### src/inc/pwrini_map.vh
// address map, field values and register defaults of the power-up initialisation block
`ifndef PWRINI_MAP_VH
`define PWRINI_MAP_VH
// ----------------------------------------
// register defaults
// ----------------------------------------
`define PWRINI_I2C_BASE_RST 7'h10
`define PWRINI_PMB_BASE_RST 7'h40
`define PWRINI_ADDR_W 7
// ----------------------------------------
// nonvolatile store and working registers
// ----------------------------------------
`define PWRINI_NV_DEPTH 16
`define PWRINI_NV_AW 4
`define PWRINI_NV_DW 8
`define PWRINI_IDX_I2C 4'h0
`define PWRINI_IDX_PMB 4'h1
`define PWRINI_IDX_VINON 4'h2
`define PWRINI_IDX_VINOFF 4'h3
`define PWRINI_IDX_ENSRC 4'h4
// ----------------------------------------
// strap converter
// ----------------------------------------
`define PWRINI_ADC_W 10
`define PWRINI_ADC_FLOAT 10'h3f0
`define PWRINI_UV_DEF 8'h20
// ----------------------------------------
// enable source select
// ----------------------------------------
`define PWRINI_ENSRC_PIN 2'h0
`define PWRINI_ENSRC_SW 2'h1
`define PWRINI_ENSRC_BOTH 2'h2
`endif

### src/rtl/pwrini_top.v
// power-up reset, configuration load, address strap decode and enable qualification
`timescale 1ns/1ps
`default_nettype none
`include "pwrini_map.vh"
module pwrini_top (
   input wire CLK_I,
   input wire SRST_I,
   input wire BIAS_GOOD_I,
   input wire CORE_RAIL_1V8_GOOD_I,
   input wire OSC_STABLE_I,
   input wire ENABLE_FORCED_MODE_PIN_I,
   input wire [7:0] VIN_LEVEL_I,
   output wire ADC_START_O,
   input wire ADC_DONE_I,
   input wire [9:0] ADC_DATA_I,
   input wire CMD_WE_I,
   input wire [3:0] CMD_IDX_I,
   input wire [7:0] CMD_DATA_I,
   output wire CMD_READY_O,
   output reg [6:0] I2C_SLAVE_ID_O,
   output reg [6:0] PMBUS_SLAVE_ID_O,
   output reg I2C_ON_O,
   output reg PMBUS_ON_O,
   output reg ANALOG_MODE_O,
   output reg INIT_DONE_O,
   output reg CONVERT_EN_O
);
   // ----------------------------------------
   // state codes
   // ----------------------------------------
   localparam [4:0] ST_POR = 5'h01;
   localparam [4:0] ST_LOAD = 5'h02;
   localparam [4:0] ST_ADC = 5'h04;
   localparam [4:0] ST_WAIT = 5'h08;
   localparam [4:0] ST_RUN = 5'h10;

   // ----------------------------------------
   // input synchronisers
   // ----------------------------------------
   reg [3:0] sync_a;
   reg [3:0] sync_b;
   reg adc_done_a;
   reg adc_done_b;
   reg [9:0] adc_data_a;
   reg [9:0] adc_data_b;
   reg [7:0] vin_a;
   reg [7:0] vin_b;
   wire bias_ok = sync_b[0];
   wire core_ok = sync_b[1];
   wire osc_ok = sync_b[2];
   wire en_pin = sync_b[3];

   // two-flop sync of pins and converter signals
   always @(posedge CLK_I) begin
      sync_a <= {ENABLE_FORCED_MODE_PIN_I, OSC_STABLE_I, CORE_RAIL_1V8_GOOD_I, BIAS_GOOD_I};
      sync_b <= sync_a;
      adc_done_a <= ADC_DONE_I;
      adc_done_b <= adc_done_a;
      adc_data_a <= ADC_DATA_I;
      adc_data_b <= adc_data_a;
      vin_a <= VIN_LEVEL_I;
      vin_b <= vin_a;
   end

   // ----------------------------------------
   // state and working registers
   // ----------------------------------------
   reg [4:0] state;
   reg [3:0] rd_idx;
   reg [3:0] wr_idx;
   reg load_vld;
   reg load_last;
   reg adc_req;
   reg [3:0] offset;
   reg [6:0] i2c_base_slave_id;
   reg [6:0] pmbus_base_slave_id;
   reg [7:0] vin_on;
   reg [7:0] vin_off;
   reg [1:0] en_src;
   reg sw_enable;
   reg vin_ok;
   wire [7:0] nv_rdata;
   wire por_hold = ~(bias_ok & core_ok & osc_ok);
   wire ready = (state == ST_RUN);
   wire bus_wr = CMD_WE_I & ready & ~ANALOG_MODE_O;
   wire loading = (state == ST_LOAD);

   pwrini_nvstore u_nv (
      .clk_i(CLK_I),
      .we_i(1'b0),
      .waddr_i(4'h0),
      .wdata_i(8'h00),
      .raddr_i(rd_idx),
      .rdata_o(nv_rdata)
   );

   assign ADC_START_O = adc_req;
   assign CMD_READY_O = ready & ~ANALOG_MODE_O;

   // sequencer: reset hold, store copy, strap sample, run
   always @(posedge CLK_I) begin
      if (SRST_I | por_hold) begin
         state <= ST_POR;
         rd_idx <= 4'h0;
         wr_idx <= 4'h0;
         load_vld <= 1'b0;
         load_last <= 1'b0;
         adc_req <= 1'b0;
         offset <= 4'h0;
         ANALOG_MODE_O <= 1'b0;
         INIT_DONE_O <= 1'b0;
      end else begin
         case (state)
            ST_POR: begin
               state <= ST_LOAD;
               rd_idx <= 4'h0;
               load_vld <= 1'b0;
               load_last <= 1'b0;
            end
            ST_LOAD: begin
               // read pipeline: data arrives one cycle after index
               load_vld <= 1'b1;
               wr_idx <= rd_idx;
               if (rd_idx != 4'hf) begin
                  rd_idx <= rd_idx + 4'h1;
               end
               if (load_vld & (wr_idx == 4'he)) begin
                  load_last <= 1'b1;
               end
               if (load_last) begin
                  state <= ST_ADC;
                  adc_req <= 1'b1;
               end
            end
            ST_ADC: begin
               state <= ST_WAIT;
            end
            ST_WAIT: begin
               if (adc_done_b) begin
                  adc_req <= 1'b0;
                  // floating strap reads at the top of the scale
                  if (adc_data_b >= `PWRINI_ADC_FLOAT) begin
                     ANALOG_MODE_O <= 1'b1;
                  end else begin
                     offset <= adc_data_b[9:6];
                  end
                  state <= ST_RUN;
                  INIT_DONE_O <= 1'b1;
               end
            end
            ST_RUN: begin
               state <= ST_RUN;
            end
            default: begin
               state <= ST_POR;
            end
         endcase
      end
   end

   // working registers: loaded from store, then rewritable by the bus
   always @(posedge CLK_I) begin
      if (SRST_I) begin
         i2c_base_slave_id <= `PWRINI_I2C_BASE_RST;
         pmbus_base_slave_id <= `PWRINI_PMB_BASE_RST;
         vin_on <= `PWRINI_UV_DEF;
         vin_off <= `PWRINI_UV_DEF;
         en_src <= `PWRINI_ENSRC_PIN;
         sw_enable <= 1'b0;
      end else if (loading & load_vld) begin
         case (wr_idx)
            `PWRINI_IDX_I2C: i2c_base_slave_id <= nv_rdata[6:0];
            `PWRINI_IDX_PMB: pmbus_base_slave_id <= nv_rdata[6:0];
            `PWRINI_IDX_VINON: vin_on <= nv_rdata;
            `PWRINI_IDX_VINOFF: vin_off <= nv_rdata;
            `PWRINI_IDX_ENSRC: begin
               en_src <= nv_rdata[1:0];
               sw_enable <= nv_rdata[2];
            end
            default: begin
            end
         endcase
      end else if (bus_wr) begin
         case (CMD_IDX_I)
            `PWRINI_IDX_I2C: i2c_base_slave_id <= CMD_DATA_I[6:0];
            `PWRINI_IDX_PMB: pmbus_base_slave_id <= CMD_DATA_I[6:0];
            `PWRINI_IDX_VINON: vin_on <= CMD_DATA_I;
            `PWRINI_IDX_VINOFF: vin_off <= CMD_DATA_I;
            `PWRINI_IDX_ENSRC: begin
               en_src <= CMD_DATA_I[1:0];
               sw_enable <= CMD_DATA_I[2];
            end
            default: begin
            end
         endcase
      end
   end

   // bus undervoltage with separate on and off levels
   always @(posedge CLK_I) begin
      if (SRST_I | ~ready) begin
         vin_ok <= 1'b0;
      end else if (vin_b >= vin_on) begin
         vin_ok <= 1'b1;
      end else if (vin_b < vin_off) begin
         vin_ok <= 1'b0;
      end
   end

   // address formation and conversion qualification
   always @(posedge CLK_I) begin
      if (SRST_I) begin
         I2C_SLAVE_ID_O <= 7'h00;
         PMBUS_SLAVE_ID_O <= 7'h00;
         I2C_ON_O <= 1'b0;
         PMBUS_ON_O <= 1'b0;
         CONVERT_EN_O <= 1'b0;
      end else begin
         I2C_SLAVE_ID_O <= i2c_base_slave_id + {3'h0, offset};
         PMBUS_SLAVE_ID_O <= pmbus_base_slave_id + {3'h0, offset};
         I2C_ON_O <= ready & ~ANALOG_MODE_O & (i2c_base_slave_id != 7'h00);
         PMBUS_ON_O <= ready & ~ANALOG_MODE_O & (pmbus_base_slave_id != 7'h00);
         if (~ready) begin
            CONVERT_EN_O <= 1'b0;
         end else if (ANALOG_MODE_O | (en_src == `PWRINI_ENSRC_PIN)) begin
            CONVERT_EN_O <= en_pin & vin_ok;
         end else if (en_src == `PWRINI_ENSRC_SW) begin
            CONVERT_EN_O <= sw_enable & vin_ok;
         end else begin
            CONVERT_EN_O <= sw_enable & en_pin & vin_ok;
         end
      end
   end
endmodule
`default_nettype wire

### src/rtl/pwrini_nvstore.v
// nonvolatile configuration store, registered read port, programming write port
`timescale 1ns/1ps
`default_nettype none
`include "pwrini_map.vh"
module pwrini_nvstore (
   input wire clk_i,
   input wire we_i,
   input wire [`PWRINI_NV_AW-1:0] waddr_i,
   input wire [`PWRINI_NV_DW-1:0] wdata_i,
   input wire [`PWRINI_NV_AW-1:0] raddr_i,
   output reg [`PWRINI_NV_DW-1:0] rdata_o
);
   reg [`PWRINI_NV_DW-1:0] mem [0:`PWRINI_NV_DEPTH-1];
   integer k;
   // factory image: base addresses and undervoltage levels
   initial begin
      for (k = 0; k < `PWRINI_NV_DEPTH; k = k + 1) begin
         mem[k] = 8'h00;
      end
      mem[`PWRINI_IDX_I2C] = {1'b0, `PWRINI_I2C_BASE_RST};
      mem[`PWRINI_IDX_PMB] = {1'b0, `PWRINI_PMB_BASE_RST};
      mem[`PWRINI_IDX_VINON] = `PWRINI_UV_DEF;
      mem[`PWRINI_IDX_VINOFF] = `PWRINI_UV_DEF;
   end
   // write and registered read
   always @(posedge clk_i) begin
      if (we_i) begin
         mem[waddr_i] <= wdata_i;
      end
      rdata_o <= mem[raddr_i];
   end
endmodule
`default_nettype wire

### config.mk
export PLATFORM = sky130hd
export DESIGN_NAME = pwrini_top
export DESIGN_NICKNAME = d
export VERILOG_FILES = /design/src/rtl/pwrini_top.v /design/src/rtl/pwrini_nvstore.v
export VERILOG_INCLUDE_DIRS = /design/src /design/src/inc
export SDC_FILE = /design/constraint.sdc
export NUM_CORES = 1
export LEC_CHECK = 0
export ABC_CLOCK_PERIOD_IN_PS = 2500
export BUFFER_PORTS_ARGS = -buffer_cell sky130_fd_sc_hd__clkbuf_2
export CELL_PAD_IN_SITES_DETAIL_PLACEMENT = 1
export CELL_PAD_IN_SITES_GLOBAL_PLACEMENT = 2
export CORE_UTILIZATION = 36
export CTS_BUF_LIST = sky130_fd_sc_hd__clkbuf_16
export DETAILED_ROUTE_END_ITERATION = 10
export GPL_ROUTABILITY_DRIVEN = 0
export PLACE_DENSITY = 0.89
export SLEW_MARGIN = 20
export SYNTH_ARGS = -nofsm -noshare
export SYNTH_HDL_FRONTEND = slang
export SYNTH_SLANG_ARGS = --single-unit
### constraint.sdc
create_clock -name CLK_I -period 2.5 [get_ports CLK_I]
set_input_delay 0.75 -clock CLK_I [delete_from_list [all_inputs] [get_ports CLK_I]]
set_output_delay 0.75 -clock CLK_I [all_outputs]
set_load 0.01 [all_outputs]
# ---- After elaboration in Yosys (flattened, before gate mapping)
# Memories as Yosys holds them, arrays and structs flattened. A register that Yosys moved wholly into a read port is not among the register bits.
# Cells that the tools add are included.
dict set report totals {
  elab_cells 148
  register_bits 127
  mem_bits_ro 48
  memories 1
}
dict set report classes {
  muxes 39
  n_bitwise 20
  n_eq_ne 25
  n_lt_le_gt_ge 3
  reduce_logical 27
  n_addsub 3
}
# name words word_bits rd rd_ports_with_merged_regs wr line_no
set memory_table {}
lappend memory_table {u_nv.mem 16 3 1 1 0 pwrini_nvstore.v:13} ;# reg [`PWRINI_NV_DW-1:0] mem [0:`PWRINI_NV_DEPTH-1];
# op count
set ops {}
lappend ops {{$mux 8} 8}
lappend ops {{$mux 7} 8}
lappend ops {{$pmux 5 s5} 1}
lappend ops {{$reduce_and 3->1} 8}
lappend ops {{$reduce_bool 2->1} 9}
lappend ops {{$eq 4x2->1 const B} 4}
lappend ops {{$add 7x4->7} 2}
lappend ops {{$ne 2x1->1 const B} 7}
lappend ops {{$reduce_bool 7->1} 2}
lappend ops {{$and 1x1->1} 13}
lappend ops {{$mux 1} 11}
lappend ops {{$ge 10x10->1 const B} 1}
lappend ops {{$mux 5} 2}
lappend ops {{$eq 4x1->1 const B} 2}
lappend ops {{$eq 4x3->1 const B} 2}
lappend ops {{$ge 8x8->1} 1}
lappend ops {{$logic_not 4->1} 2}
lappend ops {{$lt 8x8->1} 1}
lappend ops {{$mux 2} 4}
lappend ops {{$pmux 4 s2} 1}
lappend ops {{$reduce_and 2->1} 4}
lappend ops {{$pmux 1 s2} 3}
lappend ops {{$eq 5x1->1 const B} 1}
lappend ops {{$eq 5x2->1 const B} 1}
lappend ops {{13 further kinds} 19}

# ---- Longest topological paths before layout
# Gate-level depths: netlist (run 1).
dict set report logic_depth {
  depth_word 5
  mapped_depth 8
  ltp_nobuf 8
}

# ---- Hierarchy
# Synthesis (run 1) repeated with hierarchy kept, for this count alone.
dict set report hier_totals {
  cells_unflattened 666
  area_unflattened_um2 9615.5
}
# module seq_area_each_um2 cells_per_inst n_inst area_each_um2
set by_module_without_submodules {}
lappend by_module_without_submodules {pwrini_nvstore 4003.8 229 1 5147.4}
lappend by_module_without_submodules {pwrini_top 2222.1 437 1 4468.0}

# ---- Worst setup path before layout (run 1)
# OpenSTA, ideal clock, no wires.
dict set report synth_path {
  kind {input to register}
  start {input port CMD_IDX_I[1]}
  end {register en_src[1]}
  required_ns 2.372
  stages 5
  slack_ns 0.562
  arrival_time_ns 1.811
  cell_sequence {or3b_2 -> nor4_2 -> a41oi_1 -> a22oi_1 -> nor2_1}
}
dict set report synth_between {
  elab_chain_cells 3
}
# item line_no
set synth_lines {}
lappend synth_lines {{start, declared} pwrini_top.v:17} ;# input wire [3:0] CMD_IDX_I,
lappend synth_lines {{$eq 4x3->1} pwrini_top.v:184} ;# case (CMD_IDX_I)
lappend synth_lines {{$reduce_bool 2->1 (no line)} -}
lappend synth_lines {{$reduce_and 3->1 (no line)} -}
lappend synth_lines {{end signal, assigned} pwrini_top.v:168} ;# en_src <= `PWRINI_ENSRC_PIN;
lappend synth_lines {{end signal, assigned} pwrini_top.v:177} ;# en_src <= nv_rdata[1:0];
lappend synth_lines {{end signal, assigned} pwrini_top.v:190} ;# en_src <= CMD_DATA_I[1:0];
lappend synth_lines {{end, declared} pwrini_top.v:79} ;# reg [1:0] en_src;
# No other way between the ends.
# A chain may end at the register's enable or synchronous reset.

# ---- Final worst setup path (run 1)
dict set report layout_path {
  start {register state[1]}
  end {output port CMD_READY_O}
}
dict set report layout_between {
  elab_chain_cells 2
}
# item line_no
set layout_lines {}
lappend layout_lines {{start, declared} pwrini_top.v:68} ;# reg [4:0] state;
lappend layout_lines {{start signal, assigned} pwrini_top.v:103} ;# state <= ST_POR;
lappend layout_lines {{start signal, assigned} pwrini_top.v:115} ;# state <= ST_LOAD;
lappend layout_lines {{start signal, assigned} pwrini_top.v:131} ;# state <= ST_ADC;
lappend layout_lines {{$eq 5x5->1} pwrini_top.v:84} ;# wire ready = (state == ST_RUN);
lappend layout_lines {{$and 1x1->1} pwrini_top.v:98} ;# assign CMD_READY_O = ready & ~ANALOG_MODE_O;
lappend layout_lines {{end, declared} pwrini_top.v:19} ;# output wire CMD_READY_O,
# No other way between the ends.

==> results of run 1 <==
==> synth_stat cells (4+ instances only) <==
cell type  instances
dfxtp_1          114
a21oi_1           27
a211oi_1           6
or3_1              6
clkbuf_1           9
buf_6              4
xor2_1             6
nor3_1            13
a22oi_1            4
mux2i_1           28
nor4_1             5
ha_1              24
nor2b_1           12
nand2_1           22
inv_1             25
a21o_1             6
nor2_1            62
nor3b_1            7
nand2b_1           5
o21ai_0           16
==> report_power, final <==
group / switching (mW) / leakage (nW) / internal (mW) / total, mW
registers: 0.0154 / 0.934 / 1.86 / 1.87
clock network: 0.795 / 0.289 / 1.53 / 2.33
logic: 0.0617 / 0.984 / 0.0461 / 0.108
total: 0.872 / 2.21 / 3.44 / 4.31
==> area by class of cell <==
class	instances	area [um^2]
Clock buffer	17	425
Clock inverter	15	151
Fill cell	1362	6610
Inverter	25	93.8
Multi-Input combinational cell	291	1960
Sequential cell	114	2280
Tap cell	147	184
Timing Repair Buffer	59	308
==> critical path, cell delays in order, from the launching register on <==
cell and delay [ns]:
dfxtp_1 0.38, nor4_1 0.28, nand2_1 0.16, nor2_1 0.11, clkbuf_2 0.14
==> state kept, by name, indices dropped and copies added (netlist names), 5 cells and up <==
| signal | cells |
|---|---|
| vin_a | 8 |
| vin_b | 8 |
| vin_off | 8 |
| vin_on | 8 |
| I2C_SLAVE_ID_O | 7 |
| PMBUS_SLAVE_ID_O | 7 |
| i2c_base_slave_id | 7 |
| pmbus_base_slave_id | 7 |
| adc_data_a | 6 |
| adc_data_b | 6 |
| state | 5 |
==> layer usage <==
metal | share of wire | up-vias
li1 | - | 1666
met1 | 0.43 | 1598
met2 | 0.53 | 58
met3 | 0.033 | 14
met4 | 0.013 | 0
met5 | 0 | -
==> cells by family after synthesis <==
kind of cell             Yosys count  synth area share
flip-flops                       114             0.513
buffers and inverters             43            0.0453
AND/OR/NAND/NOR                  154             0.179
multiplexers                      29            0.0656
AO/OA/AOI/OAI                     73             0.102
adder cells (fa/ha/maj)           26            0.0766
XOR/XNOR                           9            0.0177
==> worst max path at each step <==
stage                        endpoint  cells past startpoint  slack [ns]
6_report                  CMD_READY_O                      4        0.26
5_1_grt                   CMD_READY_O                      4        0.09
4_1_cts                   CMD_READY_O                      4        0.23
3_5_place_dp   en_src[1]$_SDFFE_PP0P_                      6        0.20
3_3_place_gp   sw_enable$_SDFFE_PP0P_                      6        0.32
2_1_floorplan  en_src[1]$_SDFFE_PP0P_                      5        0.56
==> impl_metrics.ini, run 1 <==
[die]
die_h_um = 113
core_region_area_um2 = 12000
dieArea_um2 = 12800
fp.dieW_um = 113
row_count = 40
initial_utilization = 0.370
pin_count = 59

[power]
leakage_nw = 2.21
ir_drop_uv = 470
power.total_mw = 4.31
powerDensity_nw_per_um2 = 797

[worst_setup_path]
r2r_cells = 5
worstSetupPathType = reg -> out
crit_arrival_ns = 1.49
critPathCaptureType = output pin
cp_max_fo = 8
r2r-end = i2c_base_slave_id[0]$_SDFFE_PP0P_
r2r_setup_slack_ns = 0.36
critPathRequiredTime_ns = 1.75
r2r-start = state[2]$_SDFFE_PP0P_
startpoint = state[1]$_SDFFE_PP0P_
startpoint_type = flop

[synth]
ys.flop_type = dfxtp_1
seq_area_frac_synth = 0.513
syn-instance-count = 448
async_flop_share = 0
synth.largest_area_cell = dfxtp_1
synthTopCellsByArea = dfxtp_1, ha_1, mux2i_1
yosys.area.top_type_share = 0.513
syn_avg_cell_area_um2 = 9.92
ys_seq_elements = 114
yosysWarnings = 0
syn_nets = 512
synth_area_um2 = 4450
netlist-cell-type-count = 52
synth_edf_count = 0

[final_layout]
layout_common_cells = dfxtp_1, nor2_1, clkbuf_2, inv_1, mux2i_1
final_util = 0.450
syn2layout_area_growth_pct = 21.6
final_cells = 668
mostFrequentLayoutCell = dfxtp_1
n_antenna_cell = 0
design_area_um2 = 5410
nNetsFinal = 572
drive_gt1_frac = 0.186

[worst_hold_path]
worstHoldStart = adc_data_a[9]$_DFF_P_
holdPathEnd = adc_data_b[9]$_DFF_P_
hp-class = reg -> reg
min_path_cells = 0

[global_route]
grt_pass1_wl_um = 17000
grt_start_max_net_pins = 35
antenna_found_initial = 0
grt_pass1_vias = 3509
met2_usage = 0.316
grt_use_met1 = 0.188
gr-usage-all-layers = 0.176
grt_overflow = 0
grt_use_met3 = 0.0530
grt-busiest-layer = met2

[timing]
hold_violations = 0
fin_skew_ns = 0.0108
slew_headroom = 0.605
period_needed_ns = 2.24
slew_violations = 0
finalSetupViolations = 0
fmax_mhz = 447
rsz0062_at_grt = no
post-route-period-util = 0.895
fin_tns_setup_ns = 0
tightest_slew_ns = 0.590
holdWs_ns = 0.324
layout_setup_ws_ns = 0.264

[placed_design]
dp_hpwl_um = 7360
placed_area_um2 = 4830
post-place-ws_ns = 0.200
io_buffers = 54
dp_cells = 636

[cts]
numClockSinks = 114
cts_tree = built
hold_buffers = 0
clockBufferDepth = 2
clkTransAtPathRegs_ns = 0.06
root_buffer = clkbuf_16
cts_resized = 0
post_cts_buffers = 0
htree_levels = 4
cts_buffers = 17
clk_latency_ns = 0.41

[detailed_routing]
drtPass1Iterations = 4
vias = 3336
vias_per_cell = 4.99
drc = 0
wl_per_cell_um = 15.1
wirelength_um = 10100
antenna_left = 0
drt_iter0_markers = 96

[job]
drv_cap = 0

[status]
status = finished, final reports clean
Power figures use the tool's default switching activity.
==> run 2, diff against run 1 <==
CTS_BUF_LIST = unset   (was sky130_fd_sc_hd__clkbuf_16)
==> run 2 against run 1 <==
Routed wire length increased by 0.77%. Sequential power about the same. Die area unchanged. Cell count unchanged. Global-route usage increased by 0.14 points. Non-clock buffer count unchanged. Sequential cell count unchanged. Largest cell class unchanged. Largest power group unchanged.
==> impl_metrics.ini, run 2 (synthesis gave the netlist of run 1 again) <==
[timing]
fin_skew_ns = 0.00875
finalSetupViolations = 0
layout_setup_ws_ns = 0.262
slew_violations = 0
post-route-period-util = 0.895
fin_tns_setup_ns = 0
rsz0062_at_grt = no
hold_violations = 0
tightest_slew_ns = 0.604
slew_headroom = 0.595
fmax_mhz = 447
period_needed_ns = 2.24

[cts]
root_buffer = clkbuf_16
clkTransAtPathRegs_ns = 0.05
cts_tree = built
hold_buffers = 0
cts_buffers = 17
clk_latency_ns = 0.41
cts_resized = 0
htree_levels = 4
numClockSinks = 114
post_cts_buffers = 0
clockBufferDepth = 2

[worst_setup_path]
cpPeakStageDelay_ns = 0.38
r2r_setup_slack_ns = 0.35
path_cells = nor4_1 > nand2_1 > nor2_1 > clkbuf_2
cpMaxStageDelayCell = dfxtp_1
r2r-start = state[2]$_SDFFE_PP0P_
crit_family = simple AND/OR/NAND/NOR gates
r2r_cells = 5
startpoint = state[1]$_SDFFE_PP0P_
critPathCaptureType = output pin
r2r-end = i2c_base_slave_id[0]$_SDFFE_PP0P_
worstSetupPathType = reg -> out
critPathRequiredTime_ns = 1.75
cp_num_buf_inv = 1
crit_arrival_ns = 1.49
startpoint_type = flop
cp_max_fo = 8

[global_route]
grt_pass1_vias = 3524
grt_overflow = 0
gr-usage-all-layers = 0.177
antenna_found_initial = 0
grt_pass1_wl_um = 17100
grt_start_max_net_pins = 35

[detailed_routing]
drt_iter0_markers = 110
wl_per_cell_um = 15.2
vias_per_cell = 5.01
vias = 3346
drc = 0
wirelength_um = 10200
drtPass1Iterations = 4
antenna_left = 0

[power]
leakage_nw = 2.21
powerDensity_nw_per_um2 = 813
ir_drop_uv = 475

[die]
pin_count = 59
fp.dieW_um = 113
core_region_area_um2 = 12000
initial_utilization = 0.370
row_count = 40
dieArea_um2 = 12800
die_h_um = 113

[placed_design]
post-place-ws_ns = 0.200
placed_area_um2 = 4830
dp_hpwl_um = 7360
io_buffers = 54

[job]
drv_cap = 0

[final_layout]
design_area_um2 = 5440
mostFrequentLayoutCell = dfxtp_1
layout_common_cells = dfxtp_1, nor2_1, clkbuf_2, mux2i_1, a21oi_1
fillers = 1363
n_antenna_cell = 0
drive_gt1_frac = 0.192
nNetsFinal = 572
syn2layout_area_growth_pct = 22.3

[worst_hold_path]
holdPathEnd = sync_b[1]$_DFF_P_
min_path_cells = 0
hp-class = reg -> reg
worstHoldStart = sync_a[1]$_DFF_P_

[status]
status = finished, final reports clean
[run 2: cell count changes in the layout (fill, tap and decap cells not counted), sizes merged]
cell / previous run / this run
clkbuf: 71 / 77
clkinv: 7 / 4
inv: 28 / 25
[run 2: per-stage QoR]
step / power (mW) / hold WS (ns) / utilization / cells
floorplan: 1.96 / 0.310 / - / 448
global placement: 2.01 / 0.310 / 0.402 / 636
detailed placement: 2.02 / 0.313 / 0.402 / 636
CTS: 4.47 / 0.326 / 0.453 / 668
global route: 4.58 / 0.329 / 0.453 / 668
finish: 4.42 / 0.324 / 0.453 / 668
[run 2: worst max path at each step]
stage / to / slack (ns) / cells past startpoint
final: CMD_READY_O / 0.26 / 4
after global routing: CMD_READY_O / 0.09 / 4
after CTS: CMD_READY_O / 0.23 / 4
after detailed placement: en_src[1]$_SDFFE_PP0P_ / 0.20 / 6
after global placement: sw_enable$_SDFFE_PP0P_ / 0.32 / 6
after floorplan: en_src[1]$_SDFFE_PP0P_ / 0.56 / 5
[run 2: layout make-up]
cell class                 instances  area, um^2  share of cell area
tap                              147         184              0.0338
inverter                          25        93.8              0.0173
timing repair buffer              59         308              0.0566
sequential                       114        2280               0.420
clock buffer                      23         478              0.0879
multi-input combinational        291        1960               0.361
clock inverter                     9         129              0.0237
[run 2: worst reg2reg max path: cells and delay by family (launching register included)]
family             cells  cell delay, ns
DFF                    1            0.39
AOI/OAI and AO/OA      1            0.52
muxes                  1            0.27
and+or+nand+nor        3            0.85
[run 2: metal layers]
layer / wire, um / vias to the layer above / GRT usage / share of wire
li1: - / 1664 / - / -
met2: 5410 / 52 / 0.319 / 0.53
met3: 365 / 13 / 0.0530 / 0.036
met5: 0 / - / 0 / 0
met4: 152 / 0 / 0.0842 / 0.015
met1: 4250 / 1617 / 0.189 / 0.42
[run 2: report_power, final]
part / internal (mW) / total (mW) / leakage [nW] / switching, mW
logic: 0.0461 / 0.108 / 0.984 / 0.0616
registers: 1.86 / 1.87 / 0.934 / 0.0154
clock network: 1.64 / 2.44 / 0.293 / 0.802
total: 3.54 / 4.42 / 2.21 / 0.879
